**src/hdl/cms_pkg.sv**
```systemverilog
// Purpose: Constants for the counter mode and scaler control block
// Assumes: 16-bit register port with a 3-bit word address
// Notes: Offsets, command codes and gate codes are local to this block
package cms_pkg;
    // Register addresses
    localparam logic [2:0] A_MASTER = 3'h0;
    localparam logic [2:0] A_CMD = 3'h1;
    localparam logic [2:0] A_MODE = 3'h2;
    localparam logic [2:0] A_LOAD = 3'h3;
    localparam logic [2:0] A_HOLD = 3'h4;
    localparam logic [2:0] A_DATA = 3'h5;
    localparam logic [2:0] A_STATUS = 3'h6;
    localparam logic [2:0] A_COUNT = 3'h7;
    // Master mode fields
    localparam int MM_AUTOSEQ_DIS = 14;
    localparam int MM_DECIMAL = 15;
    localparam logic [15:0] MASTER_RST = 16'h0000;
    // Counter mode fields
    localparam int CM_SPECIAL = 7;
    localparam int CM_RELOAD = 6;
    localparam int CM_REPEAT = 5;
    localparam int CM_GATE_LSB = 13;
    localparam int CM_SRC_LSB = 8;
    localparam logic [15:0] MODE_RST = 16'h0000;
    localparam logic [2:0] GC_NONE = 3'h0;
    localparam logic [2:0] GC_LEVEL = 3'h1;
    localparam logic [2:0] GC_EDGE = 3'h2;
    // Commands: low byte of a write to A_CMD
    localparam logic [7:0] CMD_ARM = 8'h01;
    localparam logic [7:0] CMD_DISARM = 8'h02;
    localparam logic [7:0] CMD_LOAD_CNT = 8'h03;
    localparam logic [7:0] CMD_SEQ_OFF = 8'h04;
    localparam logic [7:0] CMD_SEQ_ON = 8'h05;
    localparam logic [3:0] CMD_PTR_OP = 4'h1;
    // Data pointer targets
    localparam logic [1:0] PTR_MODE = 2'h0;
    localparam logic [1:0] PTR_LOAD = 2'h1;
    localparam logic [1:0] PTR_HOLD = 2'h2;
    // Scaler
    localparam int SCALER_STAGES = 4;
    localparam logic [3:0] BIN_LAST = 4'hF;
    localparam logic [3:0] DEC_LAST = 4'h9;
    localparam logic [15:0] COUNT_ONE = 16'h0001;
endpackage

```
**src/hdl/cms_counter_ctl.sv**
```systemverilog
// Purpose: Mode decode, scaler and one 16-bit counter with its control registers
// Assumes: src_pin and gate_pin are asynchronous; gate active high, source active rising
// Notes: Special gate modes fall back to their plain counterparts
// How it works
// - Pointer auto-sequence disabled: pointer moves only on a pointer-load command.
// - Auto-sequence enabled: pointer advances after each data-port access.
// - Disable bit written via master register or set/clear commands.
// - Binary scaler: each frequency is one sixteenth of the previous.
// - Decimal scaler: neighbouring frequencies differ by a factor of ten.
// - Plain modes count to terminal count once, then disarm.
// - Alternating reload without repetition disarms after the second terminal count.
// - Repetition set: counter never disarms itself.
// - Gate field zero: gate input never inhibits counting.
// - Level gating: count only while gate is high.
// - Edge gating, single reload: start on gate edge, stop at next terminal count.
// - Edge gating, alternating reload: stop at second terminal count.
// - Single reload source: reload from Load at every terminal count.
// - Alternating reload: sources swap between Load and Hold each terminal count.
// - Terminal count is the interval the counter would have held zero.
// - Mode chosen by gate field plus special, reload and repetition bits.
// - Disarming modes count only after the host arms the counter.
// - A counter in terminal count always counts, ignoring arming and gating.
`timescale 1ns/100ps
module cms_counter_ctl (
    // Clock and reset
    input wire logic mclk,
    input wire logic srst,
    // Register port
    input wire logic [2:0] addr,
    input wire logic [15:0] wdata,
    input wire logic wr,
    input wire logic rd,
    output logic [15:0] rdata,
    // Counter pins
    input wire logic src_pin,
    input wire logic gate_pin,
    output logic terminal_count,
    // Scaler outputs
    output logic [4:0] scaler_freq
);
    function automatic logic [1:0] ptr_next(input logic [1:0] p);
        ptr_next = (p == cms_pkg::PTR_HOLD) ? cms_pkg::PTR_MODE : p + 2'h1;
    endfunction

    logic [15:0] master_q, mode_q, load_q, hold_q, count_q, rdata_q;
    logic [1:0] ptr_q;
    logic armed_q, tc_q, run_q, alt_q, tc_cnt_q, stop_pend_q;
    logic [2:0] src_sync_q, gate_sync_q;
    logic [3:0] dig_q [cms_pkg::SCALER_STAGES];
    logic [4:0] f_en;

    // Decode
    wire autoseq_dis = master_q[cms_pkg::MM_AUTOSEQ_DIS];
    wire dec_sel = master_q[cms_pkg::MM_DECIMAL];
    wire sg = mode_q[cms_pkg::CM_SPECIAL];
    wire rs = mode_q[cms_pkg::CM_RELOAD];
    wire rep = mode_q[cms_pkg::CM_REPEAT];
    wire [2:0] gc = mode_q[cms_pkg::CM_GATE_LSB +: 3];
    wire [3:0] src_sel = mode_q[cms_pkg::CM_SRC_LSB +: 4];
    wire data_acc = (wr || rd) && addr == cms_pkg::A_DATA;
    wire cmd_wr = wr && addr == cms_pkg::A_CMD;
    wire cmd_arm = cmd_wr && wdata[7:0] == cms_pkg::CMD_ARM;
    wire cmd_disarm = cmd_wr && wdata[7:0] == cms_pkg::CMD_DISARM;
    wire cmd_load = cmd_wr && wdata[7:0] == cms_pkg::CMD_LOAD_CNT;
    wire cmd_seq_off = cmd_wr && wdata[7:0] == cms_pkg::CMD_SEQ_OFF;
    wire cmd_seq_on = cmd_wr && wdata[7:0] == cms_pkg::CMD_SEQ_ON;
    wire cmd_ptr = cmd_wr && wdata[7:4] == cms_pkg::CMD_PTR_OP && wdata[1:0] != 2'h3;
    wire wr_data = wr && addr == cms_pkg::A_DATA;
    wire wr_mode = (wr && addr == cms_pkg::A_MODE) || (wr_data && ptr_q == cms_pkg::PTR_MODE);
    wire wr_load = (wr && addr == cms_pkg::A_LOAD) || (wr_data && ptr_q == cms_pkg::PTR_LOAD);
    wire wr_hold = (wr && addr == cms_pkg::A_HOLD) || (wr_data && ptr_q == cms_pkg::PTR_HOLD);
    wire wr_master = wr && addr == cms_pkg::A_MASTER;

    // Pin synchronisers; stage 0 feeds only stage 1
    always_ff @(posedge mclk) begin
        if (srst) begin
            src_sync_q <= 3'h0;
            gate_sync_q <= 3'h0;
        end else begin
            src_sync_q <= {src_sync_q[1:0], src_pin};
            gate_sync_q <= {gate_sync_q[1:0], gate_pin};
        end
    end
    wire src_rise = src_sync_q[1] && !src_sync_q[2];
    wire gate_lvl = gate_sync_q[1];
    wire gate_rise = gate_sync_q[1] && !gate_sync_q[2];

    // Frequency scaler: F1 is mclk, each later stage one digit wrap of the previous
    wire [3:0] dig_last = dec_sel ? cms_pkg::DEC_LAST : cms_pkg::BIN_LAST;
    assign f_en[0] = 1'b1;
    genvar gi;
    generate
        for (gi = 0; gi < cms_pkg::SCALER_STAGES; gi++) begin : g_scl
            assign f_en[gi + 1] = f_en[gi] && dig_q[gi] >= dig_last;
            always_ff @(posedge mclk) begin
                if (srst) begin
                    dig_q[gi] <= 4'h0;
                end else if (f_en[gi]) begin
                    // Reaching past the limit after a switch to decimal also wraps
                    dig_q[gi] <= (dig_q[gi] >= dig_last) ? 4'h0 : dig_q[gi] + 4'h1;
                end
            end
        end
    endgenerate
    assign scaler_freq = f_en;

    // Source and gate qualification
    wire [7:0] src_vec = {2'b00, f_en, src_rise};
    wire src_evt = !src_sel[3] && src_vec[src_sel[2:0]];
    wire gate_ok = (gc == cms_pkg::GC_LEVEL) ? gate_lvl :
                   (gc == cms_pkg::GC_EDGE) ? run_q : 1'b1;
    wire step = src_evt && (tc_q || (armed_q && gate_ok));
    wire reach_tc = step && !tc_q && count_q == cms_pkg::COUNT_ONE;
    wire leave_tc = step && tc_q;
    // Stop after this TC: single reload stops on first, alternating on second
    wire stop_here = !rs || tc_cnt_q;
    wire [15:0] reload_val = (rs && alt_q) ? hold_q : load_q;

    // Counter
    always_ff @(posedge mclk) begin
        if (srst) begin
            count_q <= 16'h0000;
            tc_q <= 1'b0;
            alt_q <= 1'b0;
        end else if (cmd_load) begin
            count_q <= load_q;
            tc_q <= 1'b0;
            alt_q <= 1'b0;
        end else if (reach_tc) begin
            count_q <= reload_val;
            tc_q <= 1'b1;
            alt_q <= rs && !alt_q;
        end else if (step) begin
            count_q <= count_q - 16'h0001;
            tc_q <= 1'b0;
        end
    end

    // Arming, edge run and terminal count bookkeeping
    always_ff @(posedge mclk) begin
        if (srst) begin
            armed_q <= 1'b0;
            run_q <= 1'b0;
            tc_cnt_q <= 1'b0;
            stop_pend_q <= 1'b0;
        end else begin
            if (cmd_arm) begin
                armed_q <= 1'b1;
                tc_cnt_q <= 1'b0;
            end else if (cmd_disarm) begin
                armed_q <= 1'b0;
            end else if (leave_tc && stop_pend_q && !rep) begin
                armed_q <= 1'b0;
            end
            if (reach_tc) begin
                stop_pend_q <= stop_here;
                tc_cnt_q <= !stop_here;
            end else if (leave_tc) begin
                stop_pend_q <= 1'b0;
            end
            if (gc != cms_pkg::GC_EDGE || cmd_disarm) begin
                run_q <= 1'b0;
            end else if (leave_tc && stop_pend_q) begin
                run_q <= 1'b0;
            end else if (gate_rise && armed_q) begin
                run_q <= 1'b1;
            end
        end
    end

    // Registers and data pointer
    always_ff @(posedge mclk) begin
        if (srst) begin
            master_q <= cms_pkg::MASTER_RST;
            mode_q <= cms_pkg::MODE_RST;
            load_q <= 16'h0000;
            hold_q <= 16'h0000;
            ptr_q <= cms_pkg::PTR_MODE;
        end else begin
            if (wr_master) begin
                master_q <= wdata;
            end else if (cmd_seq_off) begin
                master_q[cms_pkg::MM_AUTOSEQ_DIS] <= 1'b1;
            end else if (cmd_seq_on) begin
                master_q[cms_pkg::MM_AUTOSEQ_DIS] <= 1'b0;
            end
            if (wr_mode) begin
                mode_q <= wdata;
            end
            if (wr_load) begin
                load_q <= wdata;
            end
            if (wr_hold) begin
                hold_q <= wdata;
            end
            if (cmd_ptr) begin
                ptr_q <= wdata[1:0];
            end else if (data_acc && !autoseq_dis) begin
                ptr_q <= ptr_next(ptr_q);
            end
        end
    end

    // Read mux; answer stands one cycle after the strobe
    wire [15:0] data_rd = (ptr_q == cms_pkg::PTR_MODE) ? mode_q :
                          (ptr_q == cms_pkg::PTR_LOAD) ? load_q : hold_q;
    wire [15:0] status = {9'h000, ptr_q, stop_pend_q, tc_cnt_q, run_q, tc_q, armed_q};
    wire [15:0] rd_mux = (addr == cms_pkg::A_MASTER) ? master_q :
                         (addr == cms_pkg::A_MODE) ? mode_q :
                         (addr == cms_pkg::A_LOAD) ? load_q :
                         (addr == cms_pkg::A_HOLD) ? hold_q :
                         (addr == cms_pkg::A_DATA) ? data_rd :
                         (addr == cms_pkg::A_STATUS) ? status :
                         (addr == cms_pkg::A_COUNT) ? count_q : 16'h0000;
    always_ff @(posedge mclk) begin
        if (srst) begin
            rdata_q <= 16'h0000;
        end else begin
            rdata_q <= rd ? rd_mux : 16'h0000;
        end
    end
    assign rdata = rdata_q;
    assign terminal_count = tc_q;
endmodule

```
**config.mk**
```make
export PLATFORM = sky130hd
export DESIGN_NAME = cms_counter_ctl
export DESIGN_NICKNAME = d
export VERILOG_FILES = /design/src/hdl/cms_pkg.sv /design/src/hdl/cms_counter_ctl.sv
export SDC_FILE = /design/constraint.sdc
export NUM_CORES = 1
export LEC_CHECK = 0
export ABC_AREA = 1
export BUFFER_PORTS_ARGS = -buffer_cell sky130_fd_sc_hd__buf_2
export CORE_MARGIN = 3
export CORE_UTILIZATION = 60
export DETAILED_ROUTE_END_ITERATION = 8
export PLACE_DENSITY_LB_ADDON = 0.1
export SYNTH_ARGS = -nofsm -noshare
export SYNTH_HDL_FRONTEND = slang
export SYNTH_SLANG_ARGS = --single-unit
```
**constraint.sdc**
```tcl
create_clock -name mclk -period 3.8 [get_ports mclk]
set_input_delay 0.38 -clock mclk [delete_from_list [all_inputs] [get_ports mclk]]
set_output_delay 0.38 -clock mclk [all_outputs]
set_load 0.05 [all_outputs]
```
# Word level (Yosys, flattened, before mapping)
# Memory sizes are Yosys's and may differ from the RTL's.
# Index checks and enable logic that the tools add are counted.
word_totals:
  out_inout_bits: 22
  n_memories: 1
  register_bits: 110
  mem_bits_ro: 0
  word_cells: 168
  in_bits: 25
  mem_bits_rw: 16
  latchBits: 0
classes:
  n_shift: 0
  n_reduce_logical: 62
  add_sub_neg: 6
  order_cmp: 5
  n_div: 0
  bitwise: 5
  n_eq_ne: 20
  muxes: 53
  n_mul: 0
memory_table:
  columns: ["memory", "words", "width", "read_ports", "rd_ports_with_merged_regs", "wr", "line_no", "source"]
  rows:
  - ["dig_q", 4, 4, 4, 0, 4, "cms_counter_ctl.sv:49", "logic [3:0] dig_q [cms_pkg::SCALER_STAGES];"]
ops:
  columns: ["operator", "n"]
  rows:
  - ["$mux W16", 13]
  - ["$logic_and A1 B1 Y1", 34]
  - ["$mux W4", 8]
  - ["$mux W1", 27]
  - ["$add A4 B1 Y4 const B", 4]
  - ["$eq A16 B1 Y1 const B", 1]
  - ["$eq A8 B2 Y1 const B", 2]
  - ["$eq A8 B3 Y1 const B", 2]
  - ["$ge A4 B4 Y1", 4]
  - ["$sub A16 B1 Y16 const B", 1]
  - ["$eq A3 B3 Y1 const B", 4]
  - ["$eq A3 B2 Y1 const B", 3]
  - ["$logic_not A1 Y1", 9]
  - ["$reduce_bool A3 Y1", 3]
  - ["$eq A8 B1 Y1 const B", 1]
  - ["$reduce_bool A2 Y1", 4]
  - ["$logic_or A1 B1 Y1", 7]
  - ["$eq A3 B1 Y1 const B", 2]
  - ["$mux W2", 3]
  - ["$eq A4 B1 Y1 const B", 1]
  - ["$lt A3 B4 Y1 const B", 1]
  - ["$or A1 B1 Y1", 4]
  - ["$reduce_or A2 Y1", 2]
  - ["$bmux W1 S3", 1]
  - ["10 further kinds", 10]

# Longest topological paths before layout
logic_depth:
  word_depth: 15
  mapped_depth: 13
  mapped_depth_nobuf: 13

# Worst setup path before layout
# Ideal clock, no wire load.
synth_timing:
  path_kind: "reg2out"
  startpoint: "reg master_q[15]"
  endpoint: "out scaler_freq[4]"
  arrival_ps: 1972
  path_stages_with_launch: 8
  t_required_ps: 3420
  path_slack_ps: 1448
  path_cell_list: "dfxtp_1 ha_1 nand2_1 nand2_1 nand2_1 nand2_2 nand3_1 nor2_1"
synth_between:
  elab_chain_len: 5
  word_cells_on_any_way: 8
synth_rtl:
  columns: ["element", "line_no", "source"]
  rows:
  - ["start, declared", "cms_counter_ctl.sv:45", "logic [15:0] master_q, mode_q, load_q, hold_q, count_q, rdata_q;"]
  - ["start signal, assigned", "cms_counter_ctl.sv:174", "master_q <= cms_pkg::MASTER_RST;"]
  - ["start signal, assigned", "cms_counter_ctl.sv:181", "master_q <= wdata;"]
  - ["$mux W3", "cms_counter_ctl.sv:89", "wire [3:0] dig_last = dec_sel ? cms_pkg::DEC_LAST : cms_pkg::BIN_LAST;"]
  - ["$ge A4 B4 Y1", "cms_counter_ctl.sv:94", "assign f_en[gi + 1] = f_en[gi] && dig_q[gi] >= dig_last;"]
  - ["net scaler_freq[1]", "cms_counter_ctl.sv:39", "output logic [4:0] scaler_freq"]
  - ["$logic_and A1 B1 Y1 (3 in series)", "cms_counter_ctl.sv:94", null]
  - ["end, declared", "cms_counter_ctl.sv:39", null]
# The timed path passes the listed nets, and every way through them passes these cells.

# Worst setup path in the final report
layout_timing:
  startpoint: "reg master_q[15]"
  endpoint: "reg tc_cnt_q"
layout_between:
  elab_chain_len: 12
  word_cells_on_any_way: 16
layout_rtl:
  columns: ["element", "line_no", "source"]
  rows:
  - ["$mux W3 *", "cms_counter_ctl.sv:89", null]
  - ["$ge A4 B4 Y1", "cms_counter_ctl.sv:94", null]
  - ["$logic_and A1 B1 Y1 (3 in series)", "cms_counter_ctl.sv:94", null]
  - ["$bmux W1 S3 *", "cms_counter_ctl.sv:109", "wire src_evt = !src_sel[3] && src_vec[src_sel[2:0]];"]
  - ["$mux W1 (implied by the code) *", "cms_counter_ctl.sv:109", null]
  - ["$logic_and A1 B1 Y1 *", "cms_counter_ctl.sv:109", null]
  - ["$logic_and A1 B1 Y1 *", "cms_counter_ctl.sv:112", "wire step = src_evt && (tc_q || (armed_q && gate_ok));"]
  - ["$logic_and A1 B1 Y1 * (2 in series)", "cms_counter_ctl.sv:113", "wire reach_tc = step && !tc_q && count_q == cms_pkg::COUNT_ONE;"]
  - ["$mux W1 / $reduce_bool A2 Y1 (equally long branches)", null, null]
  - ["end signal, assigned", "cms_counter_ctl.sv:157", "tc_cnt_q <= !stop_here;"]
  - ["end, declared", "cms_counter_ctl.sv:47", "logic armed_q, tc_q, run_q, alt_q, tc_cnt_q, stop_pend_q;"]
# Mark *: on every way between the ends. The rest lies on a longest branch, timed or not. The select of a mux whose other input is x is not followed.
# A chain may end at the register's enable or synchronous reset.

==> run metrics <==
clock root buffer=clkbuf_16; most frequent cell after synthesis=nand2_1; setup slack after layout=1.03 ns; sequential cell area fraction in the yosys report=0.390; leakage power figure=3.43 nW; WL final=19.0 mm; hold path depth=3; RSZ-0062 raised after global routing=no; Startpoint Class=flop; flops & latches, synth=126; outcome=finished, final reports clean; Final Setup Violations=0; drt initial violations=1050; Starting Density=0.620; # fillers=989; final worst path period share=0.730; Power Density=434 nW/um2; total die area=12600 um2; Design Area, Final=7660 um2; hold_buf cts=0; share of layout cells above drive strength 1=0.117; largest fanout on the critical path=20; worst r2r path cells=11; crit path DAT=3.08 ns; chip width=112 um; fmax=360 MHz; Yosys cell types=45; GRT Util Overall=0.308; TritonCTS Buffers=17; CTS sink cnt=126; Slew HR=0.349; vias=6569; Required @ worst endpoint=4.10 ns; DR DRC count=0; ANT nets after route=0; Chip Height=112 um; Tightest Pin Transition=0.974 ns; Worst-Skew Late Latency=0.42 ns; CP Capture Type=flop; RePlAce Congestion=0.982; Cells after Synth=955; count of pins over their slew limit=0; Synth area leader=dfxtp_1; Reg clk slew, reported paths=0.06 ns; Post-DP HPWL=13.6 mm; Layout Nets=1024; most instantiated cells after synthesis=nand2_1, inv_1, dfxtp_1; pre-CTS setup slack=1.06 ns; IO Count=47; post-cts sizing count=0; max cap viols=0; CTS tree=yes; CTS Buffer Depth=2; largest net degree at the start of global routing=73; Mapped Nets=994; Syn Std Cell Area=6780 um2; Area contributors post-synth=dfxtp_1, nand2_1, a21oi_1; Peak VDD IR=0.000467 V; asr flop ratio synth=0; setup TNS=0 ns; initial antenna violation count=1; total grt overflow=0; H-tree depth=4; vias in the first global route=5916; number of synthesized flops with an enable pin=12; placeable core region=10900 um2; synth warn=0; Port Buf Inserts=45; router iterations before antenna repair=6; Worst Hold Class=in -> reg; clk_skew=0.00928 ns; placed cell area=7050 um2; synthesized area per cell=7.10 um2; wire length of the first global-routing pass=31.1 mm; final hold viol count=0; drt wl/cell=16.7 um; area grow syn2layout=13.0%; CP Class=reg -> reg; Main synth FF type=dfxtp_1; final worst path period need=2.77 ns; drt via density=5.77; Post-CTS Setup Repair Bufs=0; share of the synthesized area in the top cell type=0.337; num rows=38
==> cells by family after synthesis <==
kind of cell	Yosys count	share of synthesized area
AO/OA/AOI/OAI	237	0.199
flip-flops	126	0.390
adder cells (fa/ha/maj)	14	0.0258
buffers and inverters	188	0.110
XOR/XNOR	18	0.0233
multiplexers	5	0.00738
AND/OR/NAND/NOR	366	0.245
other	1	0.000553
==> routing by layer <==
layer  up-vias  routed length (um)  global-route usage
li1       3263                   -                   -
met2       295                7980               0.437
met5         -                   0                   0
met4         0                 270              0.0905
met1      2987                8720               0.460
met3        24                2020              0.0814
==> layout make-up <==
class                           instances  area, um2  share of cell area
Sequential cell                       126       2640               0.345
Multi-Input combinational cell        641       3390               0.443
Timing Repair Buffer                   54        293              0.0382
Tap cell                              140        175              0.0229
Inverter                              145        544              0.0710
Clock inverter                          9       93.8              0.0122
Antenna cell                            1       2.50            0.000327
Clock buffer                           23        520              0.0679
==> power breakdown <==
part	total [mW]	switching [mW]	internal (mW)
logic	0.245	0.175	0.0702
registers	1.42	0.0413	1.38
clock network	1.65	0.617	1.04
==> registers in the layout (all words and copies together), names as in the netlist, 2 cells and up <==
| signal | cells |
|---|---|
| hold_q | 16 |
| rdata | 16 |
| src_sync_q | 3 |
| ptr_q | 2 |
| dig_q | 16 |
| master_q | 16 |
| load_q | 16 |
| count_q | 16 |
| mode_q | 16 |
| gate_sync_q | 3 |
==> critical path, cell delays in order, from the launching register on <==
cell and delay (ns):
dfxtp_1 0.58, ha_1 0.21, nand2_1 0.05, nand2_1 0.06
nand2_1 0.07, nand2_2 0.13, nand3_2 0.10, a21oi_2 0.16
nand4_1 0.67, or2_1 0.51, nand2_1 0.07, a21oi_1 0.04
==> layout by cell type (no fill, tap or decap), drive strengths merged, types with 5 or more instances in the layout <==
cell / n
nand4: 28
nand3: 70
xor2: 11
dfxtp: 114
buf: 54
o22ai: 5
edfxtp: 12
o21ai: 83
mux2i: 5
o221ai: 15
a21oi: 109
o2111ai: 7
inv: 146
nand2: 180
xnor2: 7
nor2: 71
nor3: 15
ha: 14
clkbuf: 23
o211ai: 5
==> final timing paths <==
kind                                     from        endpoint  slack, ns
worst max-delay path             master_q[15]        tc_cnt_q       1.03
worst min-delay path                 gate_pin  gate_sync_q[0]       0.18
worst max register to register   master_q[15]        tc_cnt_q       1.03
worst min register to register  src_sync_q[0]   src_sync_q[1]       0.40
==> per-stage QoR <==
stage	hold WS [ns]	utilization	instances	total power, mW
after floorplan	0.388	-	955	1.61
after global placement	0.395	0.644	1106	1.69
after detailed placement	0.397	0.644	1106	1.69
after CTS	0.174	0.700	1138	3.33
after global routing	0.190	0.701	1139	3.43
final	0.178	0.701	1139	3.32
(Power assumes the default switching activity.)
